--- src/csh_defines.vh ---
// constants for the component sorter handshake block
`ifndef CSH_DEFINES_VH
`define CSH_DEFINES_VH
// clock rate in kHz
`define CSH_CLK_KHZ        10000
// least trigger pulse width in ns
`define CSH_TRIG_MIN_NS    1000
// trigger width in cycles, rounded up
`define CSH_TRIG_CYCLES    ((`CSH_TRIG_MIN_NS * `CSH_CLK_KHZ + 999999) / 1000000)
// width count at which the start fires, the acting sample is the last one
`define CSH_TRIG_ARM_LAST  (`CSH_TRIG_CYCLES - 1)
// comparison modes
`define CSH_MODE_BIN       1'b0
`define CSH_MODE_LIST      1'b1
// number of bin select lines
`define CSH_NUM_BINS       9
// class codes reported by the measurement core
`define CSH_CLASS_GOOD     2'h0
`define CSH_CLASS_OVER     2'h1
`define CSH_CLASS_NG       2'h2
// reset value of all active-low outputs
`define CSH_OUT_IDLE       1'b1
`endif

--- src/csh_handler_port.v ---
// handler port output and handshake logic of the component sorter
// ****************************************
// Function
// - all sorting and control outputs active low
// - external trigger mode starts on rising edge
// - panel lock masks front panel keys
// - fault alert on measurement circuit break
// - analog done when analog test finishes
// - results valid by end of measurement
// - end of measurement after data valid; here both change on the same clock edge
// - bin mode classifies good, over, not good
// - primary high above bins 1-9 upper limit
// - primary low below bins 1-9 lower limit
// - secondary reject outside secondary limits
// - list mode: per point flags, aux fail
// - list mode updates outputs after sweep, or after each point in per point sweep
// - sequential sweep: analog done after last
// - per point sweep: analog done each point
// - sequential sweep: end after all tasks
// - per point sweep: end after each step
// ****************************************
`timescale 1ns/10ps
`default_nettype none
`include "csh_defines.vh"

module csh_handler_port (
    input  wire        clock_i,
    input  wire        nrst_i,
    input  wire        ext_trigger_in_mode_i,
    input  wire        ext_trigger_in_i,
    input  wire        panel_lock_n_i,
    input  wire [15:0] panel_keys_i,
    output wire [15:0] panel_keys_o,
    input  wire        circuit_break_i,
    input  wire        compare_mode_i,
    input  wire        sequential_sweep_i,
    input  wire [3:0]  sweep_points_i,
    input  wire        analog_step_i,
    input  wire        compare_step_i,
    input  wire [3:0]  point_index_i,
    input  wire        point_fail_i,
    input  wire [1:0]  bin_class_i,
    input  wire [3:0]  bin_number_i,
    input  wire        aux_bin_i,
    input  wire        prim_above_i,
    input  wire        prim_below_i,
    input  wire        sec_outside_i,
    output wire        meas_start_o,
    output reg  [8:0]  bin_select_n_o,
    output reg         out_of_bin_n_o,
    output reg         aux_n_o,
    output reg         primary_high_n_o,
    output reg         primary_low_n_o,
    output reg         secondary_reject_n_o,
    output reg         analog_done_n_o,
    output reg         measure_done_n_o,
    output reg         fault_alert_n_o
);

    // ****************************************
    // reset and input synchronisers
    // ****************************************
    reg        rst_s1_q;
    reg        rst_s2_q;
    wire       rst_n;
    reg  [2:0] trig_s1_q;
    reg  [2:0] trig_s2_q;
    wire       trig_s;
    wire       lock_s;
    wire       brk_s;
    reg        trig_prev_q;
    reg  [3:0] trig_wid_q;
    reg        trig_armed_q;
    reg [15:0] keys_q;

    // reset release through two flops
    // the rising edge of the pin is retimed so that every flop below leaves
    // reset on the same clock edge; assertion still acts at once
    always @(posedge clock_i or negedge nrst_i) begin
        if (!nrst_i) begin
            rst_s1_q <= 1'b0;
            rst_s2_q <= 1'b0;
        end else begin
            rst_s1_q <= 1'b1;
            rst_s2_q <= rst_s1_q;
        end
    end
    assign rst_n = rst_s2_q;

    // pin inputs pass two flops
    // reset values are the idle pin levels: trigger low, lock released,
    // no break, so the edge detector sees no false edge after reset
    // and the key mask does not act until the pin really asks for it
    always @(posedge clock_i or negedge rst_n) begin
        if (!rst_n) begin
            trig_s1_q <= 3'h2;
            trig_s2_q <= 3'h2;
        end else begin
            trig_s1_q <= {circuit_break_i, panel_lock_n_i, ext_trigger_in_i};
            trig_s2_q <= trig_s1_q;
        end
    end
    assign trig_s = trig_s2_q[0];
    assign lock_s = ~trig_s2_q[1];
    assign brk_s  = trig_s2_q[2];

    // keys are dropped while the lock pin is low; the mask is registered
    // so the key word leaves the block from flops like every data output
    // the mask lags the pin by three edges
    always @(posedge clock_i or negedge rst_n) begin
        if (!rst_n) begin
            keys_q <= 16'h0000;
        end else if (lock_s) begin
            keys_q <= 16'h0000;
        end else begin
            keys_q <= panel_keys_i;
        end
    end
    assign panel_keys_o = keys_q;

    // ****************************************
    // external trigger edge detection
    // ****************************************
    // a rising edge arms; start fires once the high level has lasted the least width
    // the count includes the sample taken on the edge that acts on the start,
    // so a pulse of exactly the least width is taken and one cycle less is not
    // a pulse that drops early disarms and has to rise again to count
    // only one start comes from one pulse, however long it stays high
    always @(posedge clock_i or negedge rst_n) begin
        if (!rst_n) begin
            trig_prev_q  <= 1'b0;
            trig_wid_q   <= 4'h0;
            trig_armed_q <= 1'b0;
        end else begin
            trig_prev_q <= trig_s;
            if (trig_s && !trig_prev_q) begin
                trig_armed_q <= 1'b1;
                trig_wid_q   <= 4'h1;
            end else if (!trig_s) begin
                trig_armed_q <= 1'b0; // too short a pulse is dropped
                trig_wid_q   <= 4'h0;
            end else if (trig_armed_q) begin
                if (trig_wid_q >= `CSH_TRIG_ARM_LAST) begin
                    trig_armed_q <= 1'b0;
                end
                trig_wid_q <= trig_wid_q + 4'h1;
            end
        end
    end

    // start pulse, only in external trigger mode
    // the mode bit comes from logic on this clock, so it is not retimed;
    // a pulse seen while the mode is off is counted but never starts
    assign meas_start_o = ext_trigger_in_mode_i & trig_armed_q & trig_s
                          & (trig_wid_q >= `CSH_TRIG_ARM_LAST);

    // ****************************************
    // sweep sequencing
    // ****************************************
    reg  [3:0] analog_cnt_q;
    reg  [3:0] comp_cnt_q;
    reg  [9:0] fail_map_q;
    wire       list_mode;
    wire       last_analog;
    wire       last_comp;
    wire [9:0] fail_next;
    genvar     gi;

    // the last step is found by the running count against the point count;
    // a point count of zero is treated like one, the first step is the last
    // a step beyond the count marks the end again
    assign list_mode   = (compare_mode_i == `CSH_MODE_LIST);
    assign last_analog = analog_step_i & (analog_cnt_q + 4'h1 >= sweep_points_i);
    assign last_comp   = compare_step_i & (comp_cnt_q + 4'h1 >= sweep_points_i);

    // per-point fail flags collected during the sweep
    // point nine has no bin line of its own and lands on the out-of-bin flag;
    // an index above nine matches no flag and is lost
    generate
        for (gi = 0; gi < 10; gi = gi + 1) begin : g_fail
            assign fail_next[gi] = fail_map_q[gi]
                                   | (compare_step_i & point_fail_i
                                      & (point_index_i == gi));
        end
    endgenerate

    // counters for analog and compare steps within one measurement
    // a start clears the counts and the fail flags; a step that lands in the
    // start cycle itself is dropped, since it belongs to the measurement
    // that is being ended
    always @(posedge clock_i or negedge rst_n) begin
        if (!rst_n) begin
            analog_cnt_q <= 4'h0;
            comp_cnt_q   <= 4'h0;
            fail_map_q   <= 10'h000;
        end else if (meas_start_o) begin
            analog_cnt_q <= 4'h0;
            comp_cnt_q   <= 4'h0;
            fail_map_q   <= 10'h000;
        end else begin
            if (analog_step_i) begin
                analog_cnt_q <= analog_cnt_q + 4'h1;
            end
            if (compare_step_i) begin
                comp_cnt_q <= comp_cnt_q + 4'h1;
            end
            fail_map_q <= fail_next;
        end
    end

    // ****************************************
    // control outputs
    // ****************************************
    reg analog_event;
    reg done_event;

    // choose the event that marks analog done and end of measurement
    // bin mode and per-point sweep mark every step; the sequential sweep
    // waits for the last point, so the handler sees one analog done and
    // one end of measurement per part
    always @* begin
        if (!list_mode) begin
            analog_event = analog_step_i;
            done_event   = compare_step_i;
        end else if (sequential_sweep_i) begin
            analog_event = last_analog;
            done_event   = last_comp;
        end else begin
            analog_event = analog_step_i;
            done_event   = compare_step_i;
        end
    end

    // done outputs go high at start and low on their events
    // both lines are levels: once low they stay low until the next start,
    // which with reset is the only thing that raises them again
    // the alarm line simply follows the retimed break pin
    always @(posedge clock_i or negedge rst_n) begin
        if (!rst_n) begin
            analog_done_n_o  <= `CSH_OUT_IDLE;
            measure_done_n_o <= `CSH_OUT_IDLE;
            fault_alert_n_o  <= `CSH_OUT_IDLE;
        end else begin
            fault_alert_n_o <= ~brk_s;
            if (meas_start_o) begin
                analog_done_n_o  <= 1'b1;
                measure_done_n_o <= 1'b1;
            end else begin
                if (analog_event) begin
                    analog_done_n_o <= 1'b0;
                end
                if (done_event) begin
                    measure_done_n_o <= 1'b0;
                end
            end
        end
    end

    // ****************************************
    // comparison result outputs
    // ****************************************
    // results load in the same edge as end of measurement and hold after it
    // a start does not clear the results: the handler may still be reading
    // them, and the next end of measurement overwrites them anyway
    // in list mode the main and secondary limit lines are not used and
    // stay released
    always @(posedge clock_i or negedge rst_n) begin
        if (!rst_n) begin
            bin_select_n_o       <= {`CSH_NUM_BINS{`CSH_OUT_IDLE}};
            out_of_bin_n_o       <= `CSH_OUT_IDLE;
            aux_n_o              <= `CSH_OUT_IDLE;
            primary_high_n_o     <= `CSH_OUT_IDLE;
            primary_low_n_o      <= `CSH_OUT_IDLE;
            secondary_reject_n_o <= `CSH_OUT_IDLE;
        end else if (meas_start_o) begin
            bin_select_n_o       <= bin_select_n_o;
        end else if (done_event && list_mode) begin
            bin_select_n_o       <= ~fail_next[8:0];
            out_of_bin_n_o       <= ~fail_next[9];
            aux_n_o              <= ~(|fail_next);
            primary_high_n_o     <= 1'b1;
            primary_low_n_o      <= 1'b1;
            secondary_reject_n_o <= 1'b1;
        end else if (done_event) begin
            // one bin line for good, out of bin for over, aux for not good
            bin_select_n_o <= ~(((bin_class_i == `CSH_CLASS_GOOD) &&
                                 (bin_number_i != 4'h0) && (bin_number_i <= 4'h9))
                                ? (9'h001 << (bin_number_i - 4'h1)) : 9'h000);
            out_of_bin_n_o       <= ~(bin_class_i == `CSH_CLASS_OVER);
            aux_n_o              <= ~(aux_bin_i | (bin_class_i == `CSH_CLASS_NG));
            primary_high_n_o     <= ~prim_above_i;
            primary_low_n_o      <= ~prim_below_i;
            secondary_reject_n_o <= ~sec_outside_i;
        end
    end
    // results and end of measurement share one edge, so the handler never
    // sees end of measurement before the result lines have settled
    // a part class outside the three known codes lights no bin line and
    // leaves the out-of-bin line released
    // limitation: the point count is taken as it stands at each step, so it
    // must not change while a sweep is running

endmodule

`default_nettype wire

--- config.mk ---
export PLATFORM = sky130hd
export DESIGN_NAME = csh_handler_port
export DESIGN_NICKNAME = d
export VERILOG_FILES = /design/src/csh_handler_port.v
export VERILOG_INCLUDE_DIRS = /design/src
export SDC_FILE = /design/constraint.sdc
export NUM_CORES = 1
export LEC_CHECK = 0
export BUFFER_PORTS_ARGS = -buffer_cell sky130_fd_sc_hd__buf_2
export CAP_MARGIN = 20
export CORE_AREA = 2 2 98 109
export CTS_CLUSTER_DIAMETER = 200
export CTS_CLUSTER_SIZE = 8
export DETAILED_ROUTE_END_ITERATION = 10
export DIE_AREA = 0 0 100 111
export GPL_TIMING_DRIVEN = 0
export PLACE_DENSITY = 0.51
export SYNTH_ARGS = -nofsm -noshare
export SYNTH_HDL_FRONTEND = slang
export SYNTH_SLANG_ARGS = --single-unit
--- constraint.sdc ---
create_clock -name clock_i -period 2.5 [get_ports clock_i]
set_clock_uncertainty 0.1 [all_clocks]
set_input_delay 0.375 -clock clock_i [delete_from_list [all_inputs] [get_ports clock_i]]
set_output_delay 0.375 -clock clock_i [all_outputs]
set_load 0.02 [all_outputs]
# After elaboration in Yosys (flattened, before gate mapping)
# Cells that the tools add are included.
[classes]
addsub = 4
n_lt_le_gt_ge = 4
eq_ne = 12
shift = 1
muxes = 34
bitwise_logic = 38
n_reduce_logical = 15
[op_table]
columns = ["operator", "n"]
rows = [
  ["4-bit two-way mux", 7],
  ["9-bit two-way mux", 3],
  ["1-bit two-way mux", 22],
  ["9-bit NOT", 2],
  ["1-bit AND", 16],
  ["4-bit by 3-bit == test with 1-bit output (second input constant)", 4],
  ["16-bit two-way mux", 1],
  ["4-bit by 1-bit adder with 4-bit output (second input constant)", 3],
  ["1-bit bitwise OR", 11],
  ["10-bit two-way mux", 1],
  ["2-bit nonzero test", 5],
  ["10-bit OR reduction", 1],
  ["1-bit NOT", 9],
  ["1-bit by 4-bit << shifter with 9-bit output (first input constant)", 1],
  ["4-bit by 2-bit == test with 1-bit output (second input constant)", 2],
  ["4-bit == test (second input constant)", 2],
  ["4-bit >= comparator", 2],
  ["4-bit by 1-bit == test with 1-bit output (second input constant)", 1],
  ["4-bit >= comparator (second input constant)", 1],
  ["4-bit less-or-equal comparator (second input constant)", 1],
  ["1-bit logical AND", 4],
  ["4-bit zero test", 1],
  ["4-bit nonzero test", 1],
  ["4-bit by 1-bit subtractor with 4-bit output (second input constant)", 1],
  ["6 further kinds", 6],
]
[word_totals]
reg_bits = 65
inputBits = 45
output_inout_bits = 34
wordCells = 128

# Depth between registers and ports, before layout
[depth]
ltp_word = 8
depth_mapped = 10
mapped_depth_nobuf = 8

# Worst setup path after synthesis
# Ideal clock, no wire load.
[synth_timing]
path_kind = "flip-flop to flip-flop"
start = "register comp_cnt_q[0]"
end = "register bin_select_n_o[0]"
setup_time_ns = 0.081
arrival_ns = 2.075
required_time_ns = 2.319
path_slack_ns = 0.244
path_stages_with_launch = 11
n_path_buf = 2
synth_period_minus_slack_ns = 2.256
path_cell_list = "dfrtp_1 > ha_1 > xor2_1 > ha_1 > o211ai_1 > o21a_1 > a311o_1 > buf_6 > buf_6 > nand2_1 > o31ai_2"
[synth_between]
elab_chain_len = 8
word_cells_on_any_way = 9
cone_classes = "add/sub (1); order compare (1); mux (3); bitwise (1); reduce/logical (3)"
[synth_lines]
columns = ["item", "line_no", "text"]
rows = [
  ["start, declared", "csh_handler_port.v:161", "reg [3:0] comp_cnt_q;"],
  ["start signal, assigned", "csh_handler_port.v:205", "comp_cnt_q <= comp_cnt_q + 4'h1;"],
  ["4-bit by 1-bit adder with 4-bit output (*)", "csh_handler_port.v:174", "assign last_comp = compare_step_i & (comp_cnt_q + 4'h1 >= sweep_points_i);"],
  ["4-bit >= comparator (*)", "csh_handler_port.v:174", ""],
  ["1-bit AND (*)", "csh_handler_port.v:174", ""],
  ["1-bit two-way mux (*)", "csh_handler_port.v:225", "end else if (sequential_sweep_i) begin"],
  ["1-bit two-way mux (*)", "csh_handler_port.v:222", "if (!list_mode) begin"],
  ["1-bit logical AND", "csh_handler_port.v:277", "end else if (done_event && list_mode) begin"],
  ["2-bit nonzero test (no line)", "n/a", ""],
  ["2-bit AND reduction (no line)", "n/a", ""],
  ["end signal, assigned", "csh_handler_port.v:276", "bin_select_n_o <= bin_select_n_o;"],
  ["end signal, assigned", "csh_handler_port.v:278", "bin_select_n_o <= ~fail_next[8:0];"],
  ["end signal, assigned", "csh_handler_port.v:286", "bin_select_n_o <= ~(((bin_class_i == `CSH_CLASS_GOOD) &&"],
  ["end, declared", "csh_handler_port.v:49", "output reg [8:0] bin_select_n_o,"],
]
# Mark *: on every way between the ends. The rest lies on a longest branch, timed or not.
# A chain may end at the register's enable or synchronous reset.

# Final worst setup path
[layout_timing]
start = "register comp_cnt_q[0]"
end = "register out_of_bin_n_o"
[layout_between]
elab_chain_len = 8
word_cells_on_any_way = 9
cone_classes = "add/sub (1); order compare (1); mux (3); bitwise (1); reduce/logical (3)"
[layout_lines]
columns = ["item", "line_no", "text"]
rows = [
  ["4-bit by 1-bit adder with 4-bit output (*)", "csh_handler_port.v:174", ""],
  ["4-bit >= comparator (*)", "csh_handler_port.v:174", ""],
  ["1-bit AND (*)", "csh_handler_port.v:174", ""],
  ["1-bit two-way mux (*)", "csh_handler_port.v:225", ""],
  ["1-bit two-way mux (*)", "csh_handler_port.v:222", ""],
  ["1-bit logical AND", "csh_handler_port.v:277", ""],
  ["2-bit nonzero test (no line)", "n/a", ""],
  ["2-bit AND reduction (no line)", "n/a", ""],
  ["end signal, assigned", "csh_handler_port.v:270", "out_of_bin_n_o <= `CSH_OUT_IDLE;"],
  ["end signal, assigned", "csh_handler_port.v:279", "out_of_bin_n_o <= ~fail_next[9];"],
  ["end signal, assigned", "csh_handler_port.v:289", "out_of_bin_n_o <= ~(bin_class_i == `CSH_CLASS_OVER);"],
  ["end, declared", "csh_handler_port.v:50", "output reg out_of_bin_n_o,"],
]
# Marked as above.

==> key figures <==
Clock tree
  – CTS max path bufs: 2
  – Number of CTS-inserted buffers: 9
  – CTS tree: done
  – H-tree levels: 3
  – # clock sinks: 65
  – Clock Root Buffer: clkbuf_16
  – Clk_lat worst skew: approximately 330 ps
  – Clock-pin transition on the worst setup and hold timing paths: about 60 ps

Global route
  – Initial antenna violation count: 0
  – Vias in the first global route: around 2.2k
  – Total congestion overflow: 0
  – First-pass GRT wire length: ~10 mm
  – Largest net degree at the start of global routing: 64
  – All-Layer GR Usage: around an eighth

STA
  – Setup violators final: 0
  – Max_slew headroom: a little under half
  – Fin. max-slew vios: 0
  – Max Freq: ~0.42 GHz
  – Fin. Hold Viols: 0
  – Final worst path period share: between 90% and 100%
  – Final hold slack: 47.8 ps
  – Final WS setup: ~120 ps
  – Sum Neg Setup Slack: 0 ps
  – RSZ-0062 raised after global routing: false
  – Min cycle time layout: 2380 ps
  – Slew @ Worst Pin: ~800 ps

Floorplanning
  – Die area: 11100 um^2
  – Core Area: a little over 10000 um^2
  – Chip height: between 100 and 150 um
  – Starting Density: around 29%
  – # IOs: between 70 and 80
  – Die width: about 100 um
  – Row count: 39

Critical path
  – Crit-path max FO: 10
  – Crit path DAT: approximately 2500 ps
  – Worst R2R Setup Slack: approximately 120 ps
  – R2R cell count: 10
  – Setup CP Type: flip-flop to flip-flop
  – RR Startpoint: comp_cnt_q[0]$_DFFE_PN0P_
  – CP endpoint kind: flip-flop
  – RR Endpoint: out_of_bin_n_o$_DFFE_PN1P_
  – Startpoint Class: flip-flop
  – Crit path from: comp_cnt_q[0]$_DFFE_PN0P_
  – Critical Path RT: approximately 2700 ps

Placement
  – Area after detailed placement: 3480 um^2
  – Post-DP HPWL: roughly 4.5 mm
  – Dpl ws: about 39 ps
  – Port Buf Inserts: 77
  – Final RePlAce weighted congestion: ~0.79

Run status
  – Outcome: finished clean

Drt
  – DR WL/cell: between 10 and 15 um
  – Detailed Route WL: between 6 and 7 mm
  – Via density: approximately 4.5
  – Drt pass-1 iters: 4
  – Vias: approximately 2.2k
  – Drt first-iter violations: 63
  – Post-route ant nets: 0
  – Residual DRC: 0

Synth
  – Top FF cell, synth: dfrtp_1
  – Yosys cell types: 41
  – Syn. warnings: 0
  – Sequential area share after synthesis: between 50% and 60%
  – Syn Area/Cell: about 11 um^2
  – Synth Net Count: about 320
  – Flops & latches, synth: 65
  – Post-synthesis cell count: about 270
  – Post-Syn Area: a little under 3000 um^2
  – Async S/R FF share, synth: 100%
  – Post-synth EDFFs: 0

Cells and area
  – Register area: 1650 um^2
  – Nets: 414
  – Multi-input logic area: roughly 1200 um^2
  – Ratio of cells with drive above 1 in the final layout: a little under two fifths
  – Syn-to-layout area delta: 30.2%
  – Fillcell total: about 1.0k
  – Design Area, Final: about 3800 um^2
  – # diodes: 0

Hold path
  – Hold EP: trig_s1_q[1]$_DFF_PN1_
  – Hold path start: panel_lock_n_i
  – Hold Crit Depth: 1
  – Hold Crit Class: input port to flip-flop

Flow run
  – Max Cap Violations: 0

Pwr
  – Maximum vdd drop: between 0.0003 and 0.0004 V
  – Power per cell area: a little under 1000 nW/um^2
  – Pleak: between 1.5 and 2 nW
cell families after synthesis:
| logic type | Yosys count | share of synthesized area [%] |
|---|---|---|
| muxes | 6 | 2.04 |
| other | 1 | 0.128 |
| and+or+nand+nor | 106 | 18.5 |
| AOI/OAI and AO/OA | 40 | 10.2 |
| xor gates and xnor gates | 13 | 3.88 |
| DFF | 65 | 56.2 |
| buffers and inverters | 21 | 3.49 |
| adders and majority gates | 13 | 5.54 |
worst max path at each step:
stage                                                to  slack, ps  cells after the start
after floorplan           bin_select_n_o[0]$_DFFE_PN1P_        240                     10
after global placement          fail_map_q[9]$_DFF_PN0_       -340                      0
after detailed placement            aux_n_o$_DFFE_PN1P_         40                      9
after CTS                                  meas_start_o         10                      6
after global routing      bin_select_n_o[8]$_DFFE_PN1P_          5                     10
final                        out_of_bin_n_o$_DFFE_PN1P_        120                     10
sequential cells by signal, summed over array words and instances, names as in the netlist, 3 cells and up:
name            count
analog_cnt_q        4
bin_select_n_o      9
comp_cnt_q          4
fail_map_q         10
panel_keys_o       16
trig_s1_q           3
trig_s2_q           3
trig_wid_q          4
through the flow:
stage / power, mW / instances / util (%)
2_1_floorplan: 2.20 / 265 / -
3_3_place_gp: 2.46 / 465 / 34.3
3_5_place_dp: 2.48 / 465 / 34.3
4_1_cts: 3.76 / 482 / 37.3
5_1_grt: 3.99 / 484 / 37.7
6_report: 3.71 / 484 / 37.7
Yosys cell counts (3+ instances only):
cell      count  area share [%]
dfrtp_1      46              39
nor2_1       33             4.2
nand2_1      20             2.6
dfstp_2      19              17
and2_1       16             3.4
ha_1         13             5.5
inv_1        11             1.4
a21oi_1      10             1.7
nor2b_1       8             1.7
o31ai_2       8             3.4
and3_1        7             1.5
xor2_1        7             2.1
mux2i_1       6             2.0
o21ai_1       6             1.0
xnor2_1       6             1.8
nand3_1       5            0.85
buf_2         4            0.68
a31oi_1       3            0.64
clkbuf_1      3            0.38
nand4_1       3            0.64
nor3b_1       3            0.77
nor4_1        3            0.64
cell usage in the layout (no fill, tap or decap), drive strengths merged, types with 2 or more instances in the layout:
| cell | n |
|---|---|
| a31oi | 3 |
| o21a | 2 |
| dfstp | 19 |
| mux2i | 6 |
| and2 | 16 |
| o31ai | 8 |
| nor4 | 3 |
| nor2 | 33 |
| nor3 | 3 |
| nand2 | 20 |
| clkbuf | 15 |
| nor3b | 4 |
| clkinvlp | 2 |
| ha | 13 |
| inv | 11 |
| a21boi | 2 |
| nor2b | 8 |
| nand4 | 3 |
| a21oi | 10 |
| nor4b | 2 |
| xor2 | 7 |
| dfrtp | 46 |
| o21ai | 8 |
| buf | 85 |
| and3 | 7 |
| nand3 | 5 |
| xnor2 | 6 |
| clkinv | 2 |
worst max-delay path, cell delays in order (launching register included):
cell and delay [ps]:
dfrtp_1 410, ha_1 240, xor2_1 170, ha_1 280
o211ai_1 80, o21a_1 190, a311o_1 380, buf_6 170
buf_6 140, nand2_1 70, o31ai_2 60
area by class of cell:
cell class,count,area share (%)
Buffer,10,1.87
Clock buffer,11,6.35
Clock inverter,5,1.44
Inverter,11,1.08
Multi-Input combinational cell,179,31.3
Sequential cell,65,43.3
Tap cell,123,4.02
Timing Repair Buffer,80,10.7
routing by layer:
layer / GRT usage [%] / vias up / share of wire [%]
met5: 0 / - / 0
met4: 6.58 / 0 / 2.5
met3: 2.90 / 11 / 5.0
met2: 20.2 / 59 / 51
met1: 13.8 / 1029 / 41
li1: - / 1087 / -
where the power goes:
| part | internal (mW) | leakage [nW] | switching, mW | total, mW |
|---|---|---|---|---|
| logic | 0.460 | 0.939 | 0.535 | 0.995 |
| clock network | 0.794 | 0.142 | 0.442 | 1.24 |
| registers | 1.32 | 0.761 | 0.162 | 1.48 |
what timing repair did:
item                                   CTS  global route
hold buffers                             1             0
gates cloned                             0             0
pin swaps                                0             1
setup buffers                            0             2
endpoints found under the hold margin    2             0
resized for setup                        1             6
setup endpoints to repair                1             8
Power figures use the tool's default switching activity.
